--- src/hdl/sanitize_pkg.sv ---
package sanitize_pkg;
    // ******************************************
    // command decoding
    // ******************************************
    localparam logic [15:0] FEAT_STATUS = 16'h0000;
    localparam logic [15:0] FEAT_CRYPTO = 16'h0011;
    localparam logic [15:0] FEAT_OVERWRITE = 16'h0014;
    localparam logic [15:0] FEAT_FREEZE = 16'h0020;
    localparam logic [31:0] CRYPTO_KEY = 32'h4372_7970;
    localparam logic [15:0] OVERWRITE_KEY = 16'h4f57;
    localparam logic [31:0] FREEZE_KEY = 32'h4672_4c6b;
    // ******************************************
    // count, status and error field positions
    // ******************************************
    localparam int CNT_ZONED_BIT = 15;
    localparam int CNT_INVERT_BIT = 7;
    localparam int CNT_DEFEND_BIT = 6;
    localparam int CNT_FMODE_BIT = 4;
    localparam int CNT_CLEAR_BIT = 0;
    localparam int OUT_OK_BIT = 15;
    localparam int OUT_BUSY_BIT = 14;
    localparam int OUT_FROZEN_BIT = 13;
    localparam int OUT_ANTIFREEZE_BIT = 12;
    localparam int STATUS_ERR_BIT = 0;
    localparam int ERROR_ABORT_BIT = 2;
    // ******************************************
    // reason codes and progress
    // ******************************************
    localparam logic [7:0] REASON_NONE = 8'h00;
    localparam logic [7:0] REASON_UNSANITIZED = 8'h01;
    localparam logic [7:0] REASON_BAD_FEATURE = 8'h02;
    localparam logic [7:0] REASON_FROZEN = 8'h03;
    localparam logic [7:0] REASON_ANTIFREEZE = 8'h04;
    localparam logic [15:0] PROGRESS_NONE = 16'hffff;
    localparam logic [15:0] PROGRESS_ZERO = 16'h0000;
    localparam logic [4:0] PASSES_FOR_ZERO = 5'h10;
    localparam logic [4:0] PROGRESS_STEPS = 5'h10;
    localparam int UNIT_W = 36;

    // gray order along idle -> running -> succeeded -> failed -> frozen
    typedef enum logic [2:0] {
        SD0_IDLE = 3'h0,
        SD2_RUNNING = 3'h1,
        SD4_SUCCEEDED = 3'h3,
        SD3_FAILED = 3'h2,
        SD1_FROZEN = 3'h6
    } san_state_e;
endpackage

--- src/hdl/sanitize_if.sv ---
`timescale 1ns/100ps
interface sanitize_if;
    logic start;
    logic [31:0] pattern;
    logic invert;
    logic def_end;
    logic [3:0] pass_cnt;
    logic [31:0] scope_words;
    logic busy;
    logic [sanitize_pkg::UNIT_W-1:0] units_done;
    logic [sanitize_pkg::UNIT_W-1:0] units_total;
    logic [15:0] frac;
    modport ctrl (output start, pattern, invert, def_end, pass_cnt,
        scope_words, input busy, frac);
    modport seq (input start, pattern, invert, def_end, pass_cnt,
        scope_words, output busy, units_done, units_total);
    modport prog (input units_done, units_total, output frac);
endinterface

--- src/hdl/overwrite_sequencer.sv ---
`timescale 1ns/100ps
module overwrite_sequencer (
    input wire logic core_clk_i,
    input wire logic reset_i,
    sanitize_if.seq ctl,
    input wire logic wr_ready_i,
    output logic wr_valid_o,
    output logic [31:0] wr_data_o
);
    logic busy_reg;
    logic inv_reg;
    logic [31:0] word_reg;
    logic [4:0] pass_reg;
    logic [4:0] passes_reg;
    logic [sanitize_pkg::UNIT_W-1:0] done_reg;
    wire [4:0] passes_next = (ctl.pass_cnt == 4'h0) ?
        sanitize_pkg::PASSES_FOR_ZERO : {1'b0, ctl.pass_cnt};
    // even count starts inverted so the last pass is the plain pattern
    wire inv_first = ctl.invert & ctl.def_end & ~ctl.pass_cnt[0];
    wire word_last = (word_reg == ctl.scope_words - 32'h1);
    wire pass_last = (pass_reg == passes_reg - 5'h1);
    wire step = busy_reg & wr_ready_i;

    assign ctl.busy = busy_reg;
    assign ctl.units_done = done_reg;
    assign ctl.units_total = sanitize_pkg::UNIT_W'(passes_reg) *
        sanitize_pkg::UNIT_W'(ctl.scope_words);
    assign wr_valid_o = busy_reg;

    always_ff @(posedge core_clk_i) begin
        if (reset_i) begin
            busy_reg <= 1'b0;
            inv_reg <= 1'b0;
            word_reg <= 32'h0;
            pass_reg <= 5'h0;
            passes_reg <= 5'h1;
            done_reg <= '0;
            wr_data_o <= 32'h0;
        end else if (ctl.start) begin
            // without a requested ending pattern, plain comes first
            busy_reg <= 1'b1;
            // held here: the command fields move on with the next command
            inv_reg <= ctl.invert;
            word_reg <= 32'h0;
            pass_reg <= 5'h0;
            passes_reg <= passes_next;
            done_reg <= '0;
            wr_data_o <= ctl.pattern ^ {32{inv_first}};
        end else if (step) begin
            done_reg <= done_reg + 1'b1;
            // the 32-bit pattern repeats across the whole scope
            word_reg <= word_last ? 32'h0 : word_reg + 32'h1;
            if (word_last) begin
                pass_reg <= pass_reg + 5'h1;
                busy_reg <= ~pass_last;
                wr_data_o <= wr_data_o ^ {32{inv_reg}};
            end
        end
    end
endmodule // overwrite_sequencer

--- src/hdl/sanitize_progress.sv ---
`timescale 1ns/100ps
module sanitize_progress (
    input wire logic core_clk_i,
    input wire logic reset_i,
    sanitize_if.prog prg
);
    // serial restoring divide: one quotient bit per cycle keeps area small;
    // the fraction refreshes every seventeen cycles
    logic [sanitize_pkg::UNIT_W:0] rem_reg;
    logic [15:0] quo_reg;
    logic [4:0] step_reg;
    logic [15:0] frac_reg;
    wire [sanitize_pkg::UNIT_W:0] rem_sh = {rem_reg[sanitize_pkg::UNIT_W-1:0],
        1'b0};
    wire [sanitize_pkg::UNIT_W:0] total = {1'b0, prg.units_total};
    wire fits = rem_sh >= total;

    assign prg.frac = frac_reg;

    always_ff @(posedge core_clk_i) begin
        if (reset_i) begin
            rem_reg <= '0;
            quo_reg <= 16'h0;
            step_reg <= 5'h0;
            frac_reg <= 16'h0;
        end else if (step_reg == sanitize_pkg::PROGRESS_STEPS) begin
            // the sixteenth quotient bit is taken on the publishing cycle
            frac_reg <= {quo_reg[14:0], fits};
            step_reg <= 5'h0;
        end else begin
            if (step_reg == 5'h0) begin
                rem_reg <= {1'b0, prg.units_done};
                quo_reg <= 16'h0;
            end else begin
                rem_reg <= fits ? rem_sh - total : rem_sh;
                quo_reg <= {quo_reg[14:0], fits};
            end
            step_reg <= step_reg + 5'h1;
        end
    end
endmodule // sanitize_progress

--- src/hdl/sanitize_command_handler.sv ---
`timescale 1ns/100ps
// Functional notes
// - Failed command returns reason 00h, 02h or 03h in LBA low byte.
// - Reason 01h when finished operation left some user sectors unsanitized.
// - Reason 04h when freeze lock fails due to antifreeze set.
// - Crypto scramble only if supported and state is idle, failed or succeeded.
// - With failure mode set, a good status command may leave failed state.
// - Failed state without failure mode aborts new failure-mode requests.
// - Completed-without-error flag puts machine in succeeded; survives power-on.
// - Progress is numerator over 65536 while running, all ones otherwise.
// - Successful freeze lock since power-on aborts crypto and overwrite.
// - Count field: zoned 15, invert 7, ending 6, failure mode 4, passes 3:0.
// - Invert bit flips the pattern every pass; otherwise pattern stays.
// - Invert plus ending pattern: first pass inverted if count even.
// - Invert without ending pattern: first pass may be either pattern.
// - Perform the pass count of passes; zero means sixteen.
// - Repeat the 32-bit pattern to fill every sector in scope.
// - After a good overwrite, blocks read back without error.
// - Normal output count bit 14 running, bit 13 frozen.
module sanitize_command_handler (
    input wire logic core_clk_i,
    input wire logic reset_i,
    input wire logic cmd_valid_i,
    input wire logic [15:0] cmd_feature_i,
    input wire logic [15:0] cmd_count_i,
    input wire logic [47:0] cmd_lba_i,
    input wire logic sanitize_supported_i,
    input wire logic encryption_model_i,
    input wire logic def_end_supported_i,
    input wire logic antifreeze_i,
    input wire logic [31:0] scope_words_i,
    input wire logic nv_ok_i,
    output logic nv_ok_o,
    output logic key_change_req_o,
    input wire logic key_change_done_i,
    input wire logic media_fault_i,
    output logic wr_valid_o,
    input wire logic wr_ready_i,
    output logic [31:0] wr_data_o,
    output logic media_read_ok_o,
    output logic [2:0] state_o,
    output logic rsp_valid_o,
    output logic [7:0] rsp_status_o,
    output logic [7:0] rsp_error_o,
    output logic [15:0] rsp_count_o,
    output logic [47:0] rsp_lba_o
);
    // ******************************************
    // state
    // ******************************************
    sanitize_pkg::san_state_e state_reg;
    sanitize_pkg::san_state_e state_next;
    logic ok_reg;
    logic last_fm_reg;
    logic unsan_reg;
    logic fault_reg;
    logic is_ow_reg;
    logic key_wait_reg;
    logic seq_busy_reg;
    logic boot_reg;
    logic key_req_reg;

    sanitize_if sif ();

    overwrite_sequencer u_seq (
        .core_clk_i(core_clk_i),
        .reset_i(reset_i),
        .ctl(sif.seq),
        .wr_ready_i(wr_ready_i),
        .wr_valid_o(wr_valid_o),
        .wr_data_o(wr_data_o)
    );

    sanitize_progress u_prog (
        .core_clk_i(core_clk_i),
        .reset_i(reset_i),
        .prg(sif.prog)
    );

    // ******************************************
    // command decode
    // ******************************************
    wire is_status = cmd_feature_i == sanitize_pkg::FEAT_STATUS;
    wire is_crypto = cmd_feature_i == sanitize_pkg::FEAT_CRYPTO;
    wire is_ow = cmd_feature_i == sanitize_pkg::FEAT_OVERWRITE;
    wire is_freeze = cmd_feature_i == sanitize_pkg::FEAT_FREEZE;
    wire feat_ok = is_status | is_freeze | is_ow |
        (is_crypto & encryption_model_i);
    wire key_ok = is_ow ?
        cmd_lba_i[47:32] == sanitize_pkg::OVERWRITE_KEY :
        cmd_lba_i[31:0] == sanitize_pkg::CRYPTO_KEY;
    wire fm_req = cmd_count_i[sanitize_pkg::CNT_FMODE_BIT];
    wire st_idle = state_reg == sanitize_pkg::SD0_IDLE;
    wire st_run = state_reg == sanitize_pkg::SD2_RUNNING;
    wire st_fail = state_reg == sanitize_pkg::SD3_FAILED;
    wire st_good = state_reg == sanitize_pkg::SD4_SUCCEEDED;
    wire st_frozen = state_reg == sanitize_pkg::SD1_FROZEN;
    wire start_ok = st_idle | st_fail | st_good;
    wire fm_block = st_fail & ~last_fm_reg & fm_req;
    wire freeze_key_ok = cmd_lba_i[31:0] == sanitize_pkg::FREEZE_KEY;

    // ******************************************
    // abort decision and reason
    // ******************************************
    wire op_abort = st_frozen | ~start_ok | fm_block | ~key_ok;
    wire freeze_abort = antifreeze_i | st_frozen | st_run | ~freeze_key_ok;
    wire status_abort = st_fail & unsan_reg;
    wire abort = ~sanitize_supported_i | ~feat_ok |
        (is_status ? status_abort : is_freeze ? freeze_abort : op_abort);
    wire [7:0] reason =
        !sanitize_supported_i ? sanitize_pkg::REASON_NONE :
        !feat_ok ? sanitize_pkg::REASON_BAD_FEATURE :
        is_status ? sanitize_pkg::REASON_UNSANITIZED :
        is_freeze && antifreeze_i ? sanitize_pkg::REASON_ANTIFREEZE :
        st_frozen ? sanitize_pkg::REASON_FROZEN :
        sanitize_pkg::REASON_NONE;
    wire take = cmd_valid_i & ~boot_reg;
    wire start_op = take & ~abort & (is_ow | is_crypto);
    wire status_ok = take & ~abort & is_status;
    wire exit_fail = status_ok & st_fail & last_fm_reg;
    wire seq_end = seq_busy_reg & ~sif.busy;
    wire op_end = seq_end | (key_wait_reg & key_change_done_i);
    wire [15:0] progress = !st_run ? sanitize_pkg::PROGRESS_NONE :
        is_ow_reg ? sif.frac : sanitize_pkg::PROGRESS_ZERO;
    wire [15:0] count_normal = 16'h0 |
        (16'(ok_reg) << sanitize_pkg::OUT_OK_BIT) |
        (16'(st_run) << sanitize_pkg::OUT_BUSY_BIT) |
        (16'(st_frozen) << sanitize_pkg::OUT_FROZEN_BIT) |
        (16'(antifreeze_i) << sanitize_pkg::OUT_ANTIFREEZE_BIT);

    assign sif.start = start_op & is_ow;
    assign sif.pattern = cmd_lba_i[31:0];
    assign sif.invert = cmd_count_i[sanitize_pkg::CNT_INVERT_BIT];
    assign sif.def_end = cmd_count_i[sanitize_pkg::CNT_DEFEND_BIT] &
        def_end_supported_i;
    assign sif.pass_cnt = cmd_count_i[3:0];
    assign sif.scope_words = scope_words_i;
    assign nv_ok_o = ok_reg;
    assign key_change_req_o = key_req_reg;
    // reads are held off only while a sanitize operation (overwrite or crypto scramble) is running
    assign media_read_ok_o = ~st_run;
    assign state_o = state_reg;

    // ******************************************
    // sanitize state machine
    // ******************************************
    always_comb begin
        state_next = state_reg;
        case (state_reg)
            sanitize_pkg::SD0_IDLE,
            sanitize_pkg::SD4_SUCCEEDED: begin
                if (start_op) begin
                    state_next = sanitize_pkg::SD2_RUNNING;
                end else if (take && is_freeze && !abort) begin
                    state_next = sanitize_pkg::SD1_FROZEN;
                end
            end
            sanitize_pkg::SD3_FAILED: begin
                if (start_op) begin
                    state_next = sanitize_pkg::SD2_RUNNING;
                end else if (exit_fail) begin
                    state_next = sanitize_pkg::SD0_IDLE;
                end else if (take && is_freeze && !abort) begin
                    state_next = sanitize_pkg::SD1_FROZEN;
                end
            end
            sanitize_pkg::SD2_RUNNING: begin
                if (op_end) begin
                    state_next = (fault_reg | media_fault_i) ?
                        sanitize_pkg::SD3_FAILED :
                        sanitize_pkg::SD4_SUCCEEDED;
                end
            end
            // frozen is only left through reset
            sanitize_pkg::SD1_FROZEN: state_next = sanitize_pkg::SD1_FROZEN;
            default: state_next = sanitize_pkg::SD0_IDLE;
        endcase
    end

    always_ff @(posedge core_clk_i) begin
        if (reset_i) begin
            state_reg <= sanitize_pkg::SD0_IDLE;
            boot_reg <= 1'b1;
        end else if (boot_reg) begin
            // the stored flag is caught after release, not under reset
            state_reg <= nv_ok_i ? sanitize_pkg::SD4_SUCCEEDED :
                sanitize_pkg::SD0_IDLE;
            boot_reg <= 1'b0;
        end else begin
            state_reg <= state_next;
        end
    end

    // ******************************************
    // operation bookkeeping
    // ******************************************
    always_ff @(posedge core_clk_i) begin
        if (reset_i) begin
            ok_reg <= 1'b0;
            last_fm_reg <= 1'b0;
            unsan_reg <= 1'b0;
            fault_reg <= 1'b0;
            is_ow_reg <= 1'b0;
            key_wait_reg <= 1'b0;
            key_req_reg <= 1'b0;
            seq_busy_reg <= 1'b0;
        end else begin
            seq_busy_reg <= sif.busy;
            key_req_reg <= start_op & is_crypto;
            if (boot_reg) begin
                ok_reg <= nv_ok_i;
            end else if (start_op) begin
                ok_reg <= 1'b0;
            end else if (st_run && op_end) begin
                ok_reg <= ~(fault_reg | media_fault_i);
            end
            if (start_op) begin
                last_fm_reg <= fm_req;
                is_ow_reg <= is_ow;
                fault_reg <= 1'b0;
                key_wait_reg <= is_crypto;
            end else if (st_run) begin
                fault_reg <= fault_reg | media_fault_i;
                if (op_end) begin
                    key_wait_reg <= 1'b0;
                end
            end
            // the unsanitized report is given once, then the failed
            // state may be left by a following status command
            if (st_run && op_end) begin
                unsan_reg <= fault_reg | media_fault_i;
            end else if (take && is_status && status_abort) begin
                unsan_reg <= 1'b0;
            end
        end
    end

    // ******************************************
    // command response
    // ******************************************
    always_ff @(posedge core_clk_i) begin
        if (reset_i) begin
            rsp_valid_o <= 1'b0;
            rsp_status_o <= 8'h00;
            rsp_error_o <= 8'h00;
            rsp_count_o <= 16'h0000;
            rsp_lba_o <= 48'h0;
        end else begin
            rsp_valid_o <= take;
            if (take) begin
                rsp_status_o <=
                    8'(abort) << sanitize_pkg::STATUS_ERR_BIT;
                rsp_error_o <= 8'(abort) << sanitize_pkg::ERROR_ABORT_BIT;
                rsp_count_o <= abort ? 16'h0000 : count_normal;
                rsp_lba_o <= abort ? {40'h0, reason} :
                    {32'h0, progress};
            end
        end
    end
endmodule // sanitize_command_handler

--- config.mk ---
export PLATFORM = sky130hd
export DESIGN_NAME = sanitize_command_handler
export DESIGN_NICKNAME = d
export VERILOG_FILES = /design/src/hdl/sanitize_pkg.sv /design/src/hdl/sanitize_if.sv /design/src/hdl/overwrite_sequencer.sv /design/src/hdl/sanitize_progress.sv /design/src/hdl/sanitize_command_handler.sv
export SDC_FILE = /design/constraint.sdc
export NUM_CORES = 1
export LEC_CHECK = 0
export BUFFER_PORTS_ARGS = -buffer_cell sky130_fd_sc_hd__buf_4
export CORE_UTILIZATION = 65
export DETAILED_ROUTE_END_ITERATION = 6
export HOLD_SLACK_MARGIN = 0.06
export PLACE_DENSITY = 0.95
export REMOVE_ABC_BUFFERS = 1
export SLEW_MARGIN = 20
export SYNTH_ARGS = -nofsm -noshare
export SYNTH_HDL_FRONTEND = slang
export SYNTH_SLANG_ARGS = --single-unit
--- constraint.sdc ---
create_clock -name core_clk_i -period 14.3 [get_ports core_clk_i]
set_input_delay 1.43 -clock core_clk_i [delete_from_list [all_inputs] [get_ports core_clk_i]]
set_output_delay 1.43 -clock core_clk_i [all_outputs]
set_load 0.005 [all_outputs]
# Word-level counts from Yosys, hierarchy flattened
# Cells that the tools add are included.
# classes
addsub	7
mul	1
order_cmp	1
eq_ne	14
mux	41
n_bitwise	52
n_reduce_logical	24
# op_table
cell	n
$mux W32	4
$mux W36	2
$eq A32 B31 Y1 const B	2
$mux W16	4
$xor A32 B32 Y32	2
$ge A37 B36 Y1	1
$add A36 B1 Y36 const B	1
$mul A5 B32 Y36	1
$sub A36 B36 Y36	1
$add A32 B1 Y32 const B	1
$eq A16 B5 Y1 const B	2
$eq A32 B32 Y1	1
$sub A32 B1 Y32 const B	1
$mux W3	10
$and A1 B1 Y1	18
$eq A16 B15 Y1 const B	1
$eq A16 B6 Y1 const B	1
$logic_not A16 Y1	1
$mux W1	16
$or A1 B1 Y1	16
$or A16 B13 Y16	1
$or A16 B14 Y16	1
$or A16 B15 Y16	1
$mux W15	1
other kinds (21)	50
# totals
reg_bits	262
input_bits	123
out_inout_bits	120
wordCells	165

# Longest topological paths before layout
# Gate-level depths: netlist (run 1).
# depth
word_depth	19
ltp_mapped	31

# Modules after synthesis
# From an unflattened synthesis (run 1), not the netlist that was laid out.
# unflattened
cells_unflattened	2403
hier_area_um2	19293.5
# modules_own_cells
mod	n_inst	cells_per_inst	area_each_um2	seq_area_each_um2
overwrite_sequencer	1	1475	11726.2	2242.2
sanitize_progress	1	635	5202.5	1441.4
sanitize_command_handler	1	293	2364.8	680.7

# Worst setup path before layout (run 1)
# No wires, ideal clock.
# synth_timing
kind	input to register
from	in scope_words_i[0]
to	reg u_prog.rem_reg[20] in the netlist's numbering
setup_ns	0.122
arrival_ns	7.763
slack_ns	6.415
path_stages	27
n_path_buf	3
path_cell_list	clkbuf_1 nand2_1 fa_1 fa_1 fa_1 inv_1 ha_1 nor2b_1 o31a_1 o21ai_0 o21ai_0 a21o_1 a21o_1 a21o_1 a21oi_1 xor2_1 ha_1 clkbuf_1 a21oi_1 o21ai_0 or3_1 o21ai_0 o2111ai_1 o211ai_1 nand2_1 clkbuf_1 o311a_1
# synth_between
elab_chain_len	4
elab_cells_between_ends	5
cone_classes	add/sub (1); mul (1); order compare (1); mux (2)
# synth_lines
element	line	rtl
from (decl)	sanitize_command_handler.sv:31	input wire logic [31:0] scope_words_i,
$mul A5 B32 Y36 *	overwrite_sequencer.sv:26	assign ctl.units_total = sanitize_pkg::UNIT_W'(passes_reg) *
$sub A36 B36 Y36 / $ge A37 B36 Y1 (equally long branches)	sanitize_progress.sv:35, sanitize_progress.sv:16	
$mux W36 *	sanitize_progress.sv:35	rem_reg <= fits ? rem_sh - total : rem_sh;
$mux W36 *	sanitize_progress.sv:31	if (step_reg == 5'h0) begin
to (signal assigned)	sanitize_progress.sv:32	rem_reg <= {1'b0, prg.units_done};
to (signal assigned)	sanitize_progress.sv:35	
to (decl)	sanitize_progress.sv:9	logic [sanitize_pkg::UNIT_W:0] rem_reg;
# Every way passes the cells marked *; elsewhere a longest branch is shown, timed or not.
# A chain may end at the register's enable or synchronous reset.

# Worst setup path after layout (run 1)
# layout_timing
from	in scope_words_i[0]
to	reg u_prog.rem_reg[6] in the netlist's numbering
# Same word-level chain as after synthesis.

==> out/results.ini, run 1 <==
[power]
powerDensity_nw_per_um2 = 85.4
p_leak_nw = 9.06
vdd_drop_max_mv = 0.0868
power.total_mw = 1.76

[job]
drv_cap = 0

[clock_tree]
ctsLongestPathBuffers = 3
cts_tree = built
htree_levels = 1
cts-resized-gates = 0
clk_pin_slew_ns = 0.06
cts_buffers = 24
clk_latency_ns = 0.53
post_cts.repair.setup_buffers = 0
clock-sinks = 218
cts_hold_buf = 0
clockRootBuffer = clkbuf_16

[final_layout]
antenna-diode-count = 0
drive_gt1_share_pct = 11.5
seqCellArea_um2 = 4370
syn2layout_area_growth_pct = 10.4
num-fill-cells = 1919
final_cells = 2759
layout.nets = 2663
multiInputGateArea_um2 = 13000

[critical_path]
r2r_cells = 25
worst-endpoint-required_ns = 14.71
reg2reg_to = u_prog.rem_reg[6]
arrival_ns = 8.88
start_kind = primary input
cp_max_fo = 24
crit_type = in2reg
timing.rr.start = u_seq.passes_reg[3]
end_kind = register
r2r_slack_ns = 6.09
setup.worst_path.start = scope_words_i[0]

[global_routing]
grtUsageTotal_pct = 32.4
antenna_found_initial = 0
grt_pass1_vias = 16644
grt_pass1_wl_um = 79100
grt_max_degree = 77
grt_overflow = 0

[sta]
finalMaxSlewViolations = 0
setup_tns_ns = 0
max_freq_ghz = 0.118
worst_pin_slew_ns = 1.05
hold_violations = 0
post-route-period-util_pct = 59.3
skew_ns = 0.00860
slew-limit-headroom_pct = 30.2
period_minus_slack_ns = 8.47
setup_viol = 0
rsz0062_at_grt = false

[floorplan]
io_pins = 243
die-area_um2 = 29300
die-width_um = 171
core_area_um2 = 28000
initial_core_util_pct = 66.5
fp-row-count = 61
die_y_um = 171

[synth]
ys_ff_latch = 218
synth_area_leaders = dfxtp_1 23%, fa_1 9.7%, ha_1 5.8%
synth_area_um2 = 18600
synth_cells = 2287
synth_warnings = 0
postSynth.asyncResetShare_pct = 0
yosysUniqueCellTypes = 78
synth.cells.most_frequent = 218 x dfxtp_1, 184 x nand2_1, 184 x nor2_1, 149 x a21oi_1, 121 x xor2_1
synthFlopType = dfxtp_1
syn_avg_cell_area_um2 = 8.14
synth_edf_count = 0
synth_seq_area_share_pct = 23.4
yosysTopAreaCell = dfxtp_1
synth_top_area_share_pct = 23.4
synth_most_common_cell = dfxtp_1

[worst_hold_path]
hp-start = rsp_count_o[12]
min_to = rsp_count_o[12]
worstHoldPathType = reg2reg
hold_depth = 2

[detailed_routing]
vias_per_cell = 6.28
wirelength_um = 48700
routedWlPerCell_um = 17.7
vias = 17325
drtIter0Drc = 1928
drtAntennaViolNets = 0
firstDrtPassIters = 6
drc = 0

[placed_design]
place_hpwl_um = 35200
port_buffers = 175
globalplace.congestion = 0.982
dp.cells = 2715

[status]
status = finished clean

worst max-delay path by stage:
| stage | endpoint | cells after the start |
|---|---|---|
| floorplan | u_prog.rem_reg[13] | 24 |
| global placement | u_prog.rem_reg[30] | 26 |
| detailed placement | u_prog.rem_reg[6] | 26 |
| CTS | u_prog.rem_reg[6] | 25 |
| global route | u_prog.rem_reg[6] | 26 |
| finish | u_prog.rem_reg[6] | 26 |
cell usage in the layout, fill, tap and decap left out, types with 29 or more instances in the layout:
| master | instances |
|---|---|
| or3_1 | 48 |
| and2_1 | 119 |
| buf_4 | 187 |
| nand4_1 | 29 |
| nor3_1 | 33 |
| ha_1 | 87 |
| dfxtp_1 | 214 |
| a22oi_1 | 31 |
| a21oi_1 | 149 |
| inv_1 | 117 |
| fa_1 | 90 |
| nand2_1 | 184 |
| o21ai_0 | 59 |
| conb_1 | 58 |
| a21o_1 | 31 |
| xnor2_1 | 83 |
| nor2_1 | 183 |
| and3_1 | 57 |
| xor2_1 | 121 |
| mux2i_1 | 38 |
| nand3_1 | 92 |
cell type report:
cell class / instances / area share, %
multi-input cells: 1815 / 63.4
flip-flops and latches: 218 / 21.3
repair buffers: 187 / 6.83
clock buffers: 28 / 3.19
well taps: 378 / 2.30
inverters: 117 / 2.14
clock inverters: 16 / 0.858
metrics by stage:
| stage | worst slack, ns | hold WS, ns | area (um2) | util, % |
|---|---|---|---|---|
| after floorplan | 6.18 | 0.426 | 17800 | - |
| after global placement | 5.62 | 0.441 | 19700 | 70.4 |
| after detailed placement | 5.47 | 0.444 | 19700 | 70.4 |
| after CTS | 5.82 | 0.452 | 20500 | 73.4 |
| after global routing | 5.35 | 0.479 | 20600 | 73.4 |
| final | 5.83 | 0.456 | 20600 | 73.4 |
routing by layer:
layer  track usage, %  vias up  routed length [um]
met5                0        -                   0
li1                 -     8046                   -
met3             3.13      167                3130
met4             13.5        0                1950
met1             42.3     8248               20100
met2             54.9      864               23600
report_power, final:
group / internal (mW) / leakage (nW) / switching (mW) / total, mW
clock: 0.385 / 0.418 / 0.263 / 0.647
sequential: 0.631 / 1.77 / 0.0263 / 0.657
combinational: 0.176 / 6.87 / 0.277 / 0.452
total: 1.19 / 9.06 / 0.566 / 1.76
critical path, cell delays in order:
cell and delay (ns):
buf_4 0.15, nand2_1 0.09, fa_1 0.55, fa_1 0.52, fa_1 0.55, inv_1 0.05
ha_1 0.34, nor2b_1 0.16, o31a_1 0.26, o21ai_0 0.27, o21ai_0 0.32, a21o_1 0.27
a21o_1 0.20, a21o_1 0.18, a21oi_1 0.18, xor2_1 0.19, ha_1 0.36, a21oi_1 0.26
o21ai_0 0.15, or3_1 0.42, o21ai_0 0.34, o2111ai_1 0.22, o211ai_1 0.15, buf_4 0.32
nand2_1 0.46, o311a_1 0.47
logic make-up (layout without fill, tap and decap cells):
kind of cell | after synthesis | in the layout | synth area share (%)
compound gates | 467 | 467 | 16.8
xor+xnor | 205 | 205 | 9.72
fa+ha+maj | 177 | 177 | 15.5
buf+inv | 311 | 348 | 7.72
flops | 218 | 218 | 23.4
mux | 44 | 44 | 2.41
other cells | 1 | 58 | 0.0201
simple gates | 864 | 864 | 24.4
Note: power is estimated with default switching activity, not from simulation.
==> run 2, diff against run 1 <==
ABC_AREA = 1   (was not set)
CORE_UTILIZATION = 61   (was 65)
PLACE_DENSITY = 0.9   (was 0.95)
clock period = 8.5 ns   (was 14.3 ns; I/O delays follow)
==> run 2 against run 1 <==
Compared with the run above: the flow now finishes with violations (design-rule violations); sequential share of layout area fell by 2.0 points; cell count rose by 33%; synthesized area grew 11%; critical endpoint is now u_prog.rem_reg[17]; largest cell class unchanged.
==> out/results.ini, run 2 <==
[final_layout]
antenna-diode-count = 0
final_common_cell = nand2_1
drive_gt1_share_pct = 11.0
mostFrequentLayoutCells = 709 x nand2_1, 475 x inv_1, 250 x nor2_1, 217 x dfxtp_1, 196 x a21oi_1
layout.nets = 3498
num-fill-cells = 2805
syn2layout_area_growth_pct = 10.2
final_cell_area_um2 = 22700

[floorplan]
io_pins = 243
die_y_um = 186
die-width_um = 186
core_area_um2 = 32900
initial_core_util_pct = 62.7
die-area_um2 = 34500
fp-row-count = 66

[critical_path]
r2r_slack_ns = 1.22
timing.critical_path.mode_cell = nand2_1
max_stage_delay_ns = 0.55
crit_type = reg2reg
r2r_cells = 33
cp_max_fo = 52
cpMaxStageDelayCell = fa_1
arrival_ns = 7.76
worst-endpoint-required_ns = 8.98
start_kind = register
reg2reg_to = u_prog.rem_reg[17]
end_kind = register
timing.rr.start = u_seq.passes_reg[2]

[clock_tree]
cts_hold_buf = 0
cts-resized-gates = 0
clockRootBuffer = clkbuf_16
ctsLongestPathBuffers = 3
htree_levels = 1
cts_tree = built
clk_latency_ns = 0.54
cts_buffers = 24
clk_pin_slew_ns = 0.06
clock-sinks = 218
post_cts.repair.setup_buffers = 0

[sta]
skew_ns = 0.0138
setup_viol = 0
slew-limit-headroom_pct = 29.5
max_freq_ghz = 0.137
post-route-period-util_pct = 85.7
finalMaxSlewViolations = 0
fin_ws_ns = 1.22
setup_tns_ns = 0
rsz0062_at_grt = false
period_minus_slack_ns = 7.28
hold_violations = 0
worst_pin_slew_ns = 1.06

[placed_design]
port_buffers = 175
globalplace.congestion = 0.990
place_hpwl_um = 45600
place_area_um2 = 21800
place_ws_ns = 1.08

[synth]
synthAdderAreaFrac_pct = 14.0
synth_cells = 3107
synth_most_common_cell = nand2_1
synth_compound_area_share_pct = 13.0
syn_avg_cell_area_um2 = 6.64
synth_xor_area_share_pct = 8.43
postSynth.asyncResetShare_pct = 0
synth_top_area_share_pct = 21.2
synth_mux_area_share_pct = 0
yosysTopAreaCell = dfxtp_1
synth_edf_count = 0
synth_seq_area_share_pct = 21.2
synth_area_um2 = 20600
synth_top_family_by_area = simple AND/OR/NAND/NOR gates
synthFlopType = dfxtp_1
yosysUniqueCellTypes = 60
ys_ff_latch = 218
synth_warnings = 0
synth-simple-area-share_pct = 29.1
synth_area_leaders = dfxtp_1 21%, nand2_1 13%, fa_1 8.7%
synth.cells.most_frequent = 710 x nand2_1, 475 x inv_1, 250 x nor2_1, 218 x dfxtp_1, 196 x a21oi_1

[job]
drv_cap = 0

[global_routing]
grt_pass1_wl_um = 94700
grt_overflow = 0
antenna_found_initial = 0
grtUsageTotal_pct = 34.0
grt_pass1_vias = 19628
grt_max_degree = 72

[detailed_routing]
drtAntennaViolNets = 0
wirelength_um = 58700
firstDrtPassIters = 7
drtIter0Drc = 1780
vias_per_cell = 5.61
drc = 1
vias = 20535
routedWlPerCell_um = 16.1

[worst_hold_path]
min_to = u_prog.step_reg[0]
worstHoldPathType = reg2reg
hp-start = u_prog.step_reg[0]
hold_depth = 1

[status]
violations = design-rule violations
status = finished with violations

[power]
p_leak_nw = 11.2
vdd_drop_max_mv = 0.193
powerDensity_nw_per_um2 = 161

run 2: cell count changes in the layout (fill, tap and decap cells not counted), moves of 26 or more:
cell,change
inv_1,+358
nor2b_1,-26
o22ai_1,+29
mux2i_1,-38
a22oi_1,-29
or3_1,-48
inv_2,+29
and3_1,-57
nand2_1,+525
a21oi_1,+47
nand3_1,+91
nor2_1,+67
and2_1,-118
o21ai_0,+99
run 2: stage by stage:
step	std cells	util (%)	hold WS, ns	power, mW
after global routing	3658	69.1	0.482	3.84
after detailed placement	3614	66.2	0.451	2.37
after CTS	3658	69.1	0.465	3.63
after global placement	3614	66.2	0.439	2.34
after floorplan	2987	-	0.429	1.99
final	3658	69.1	0.459	3.65
run 2: critical path: cells and delay by family, from the launching register on:
kind,cells,cell delay (ns)
AND/OR/NAND/NOR,14,1.69
buffers and inverters,6,1.02
AO/OA/AOI/OAI,8,1.98
flip-flops,1,0.31
adder cells (fa/ha/maj),5,2.20
run 2: layer usage:
metal	vias up	share of wire [%]	GRT usage (%)
met2	839	47	58.4
met1	9582	40	42.0
met3	203	6.9	3.93
met5	-	0	0
li1	9911	-	-
met4	0	5.3	17.1
run 2: worst max path at each step:
stage | cells past startpoint | from | endpoint | slack, ns
finish | 33 | u_seq.passes_reg[2] | u_prog.rem_reg[17] | 1.22
global route | 33 | u_seq.passes_reg[3] | u_prog.rem_reg[17] | 0.62
CTS | 33 | u_seq.passes_reg[2] | u_prog.rem_reg[17] | 1.32
detailed placement | 33 | scope_words_i[1] | u_prog.rem_reg[17] | 1.08
global placement | 33 | scope_words_i[1] | u_prog.rem_reg[19] | 1.22
floorplan | 33 | scope_words_i[1] | u_prog.rem_reg[31] | 1.95
run 2: logic make-up after synthesis:
family                     after synthesis
AOI/OAI and AO/OA                      483
xor gates and xnor gates               197
adders and majority gates              177
buffers and inverters                  687
DFF                                    218
other                                    1
and+or+nand+nor                       1344
run 2: where the power goes:
part,switching [mW],internal (mW),leakage [nW]
combinational,0.795,0.421,9.02
sequential,0.0729,1.09,1.76
clock,0.460,0.813,0.466
run 2: final cells by class:
cell class                      instances  area [um2]  area share (%)
Multi-Input combinational cell       2259       13500            59.5
Tap cell                              442         553            2.43
Sequential cell                       218        4370            19.2
Timing Repair Buffer                  185        1390            6.11
Clock inverter                         17         338            1.49
Clock buffer                           27         632            2.78
Inverter                              510        1920            8.43
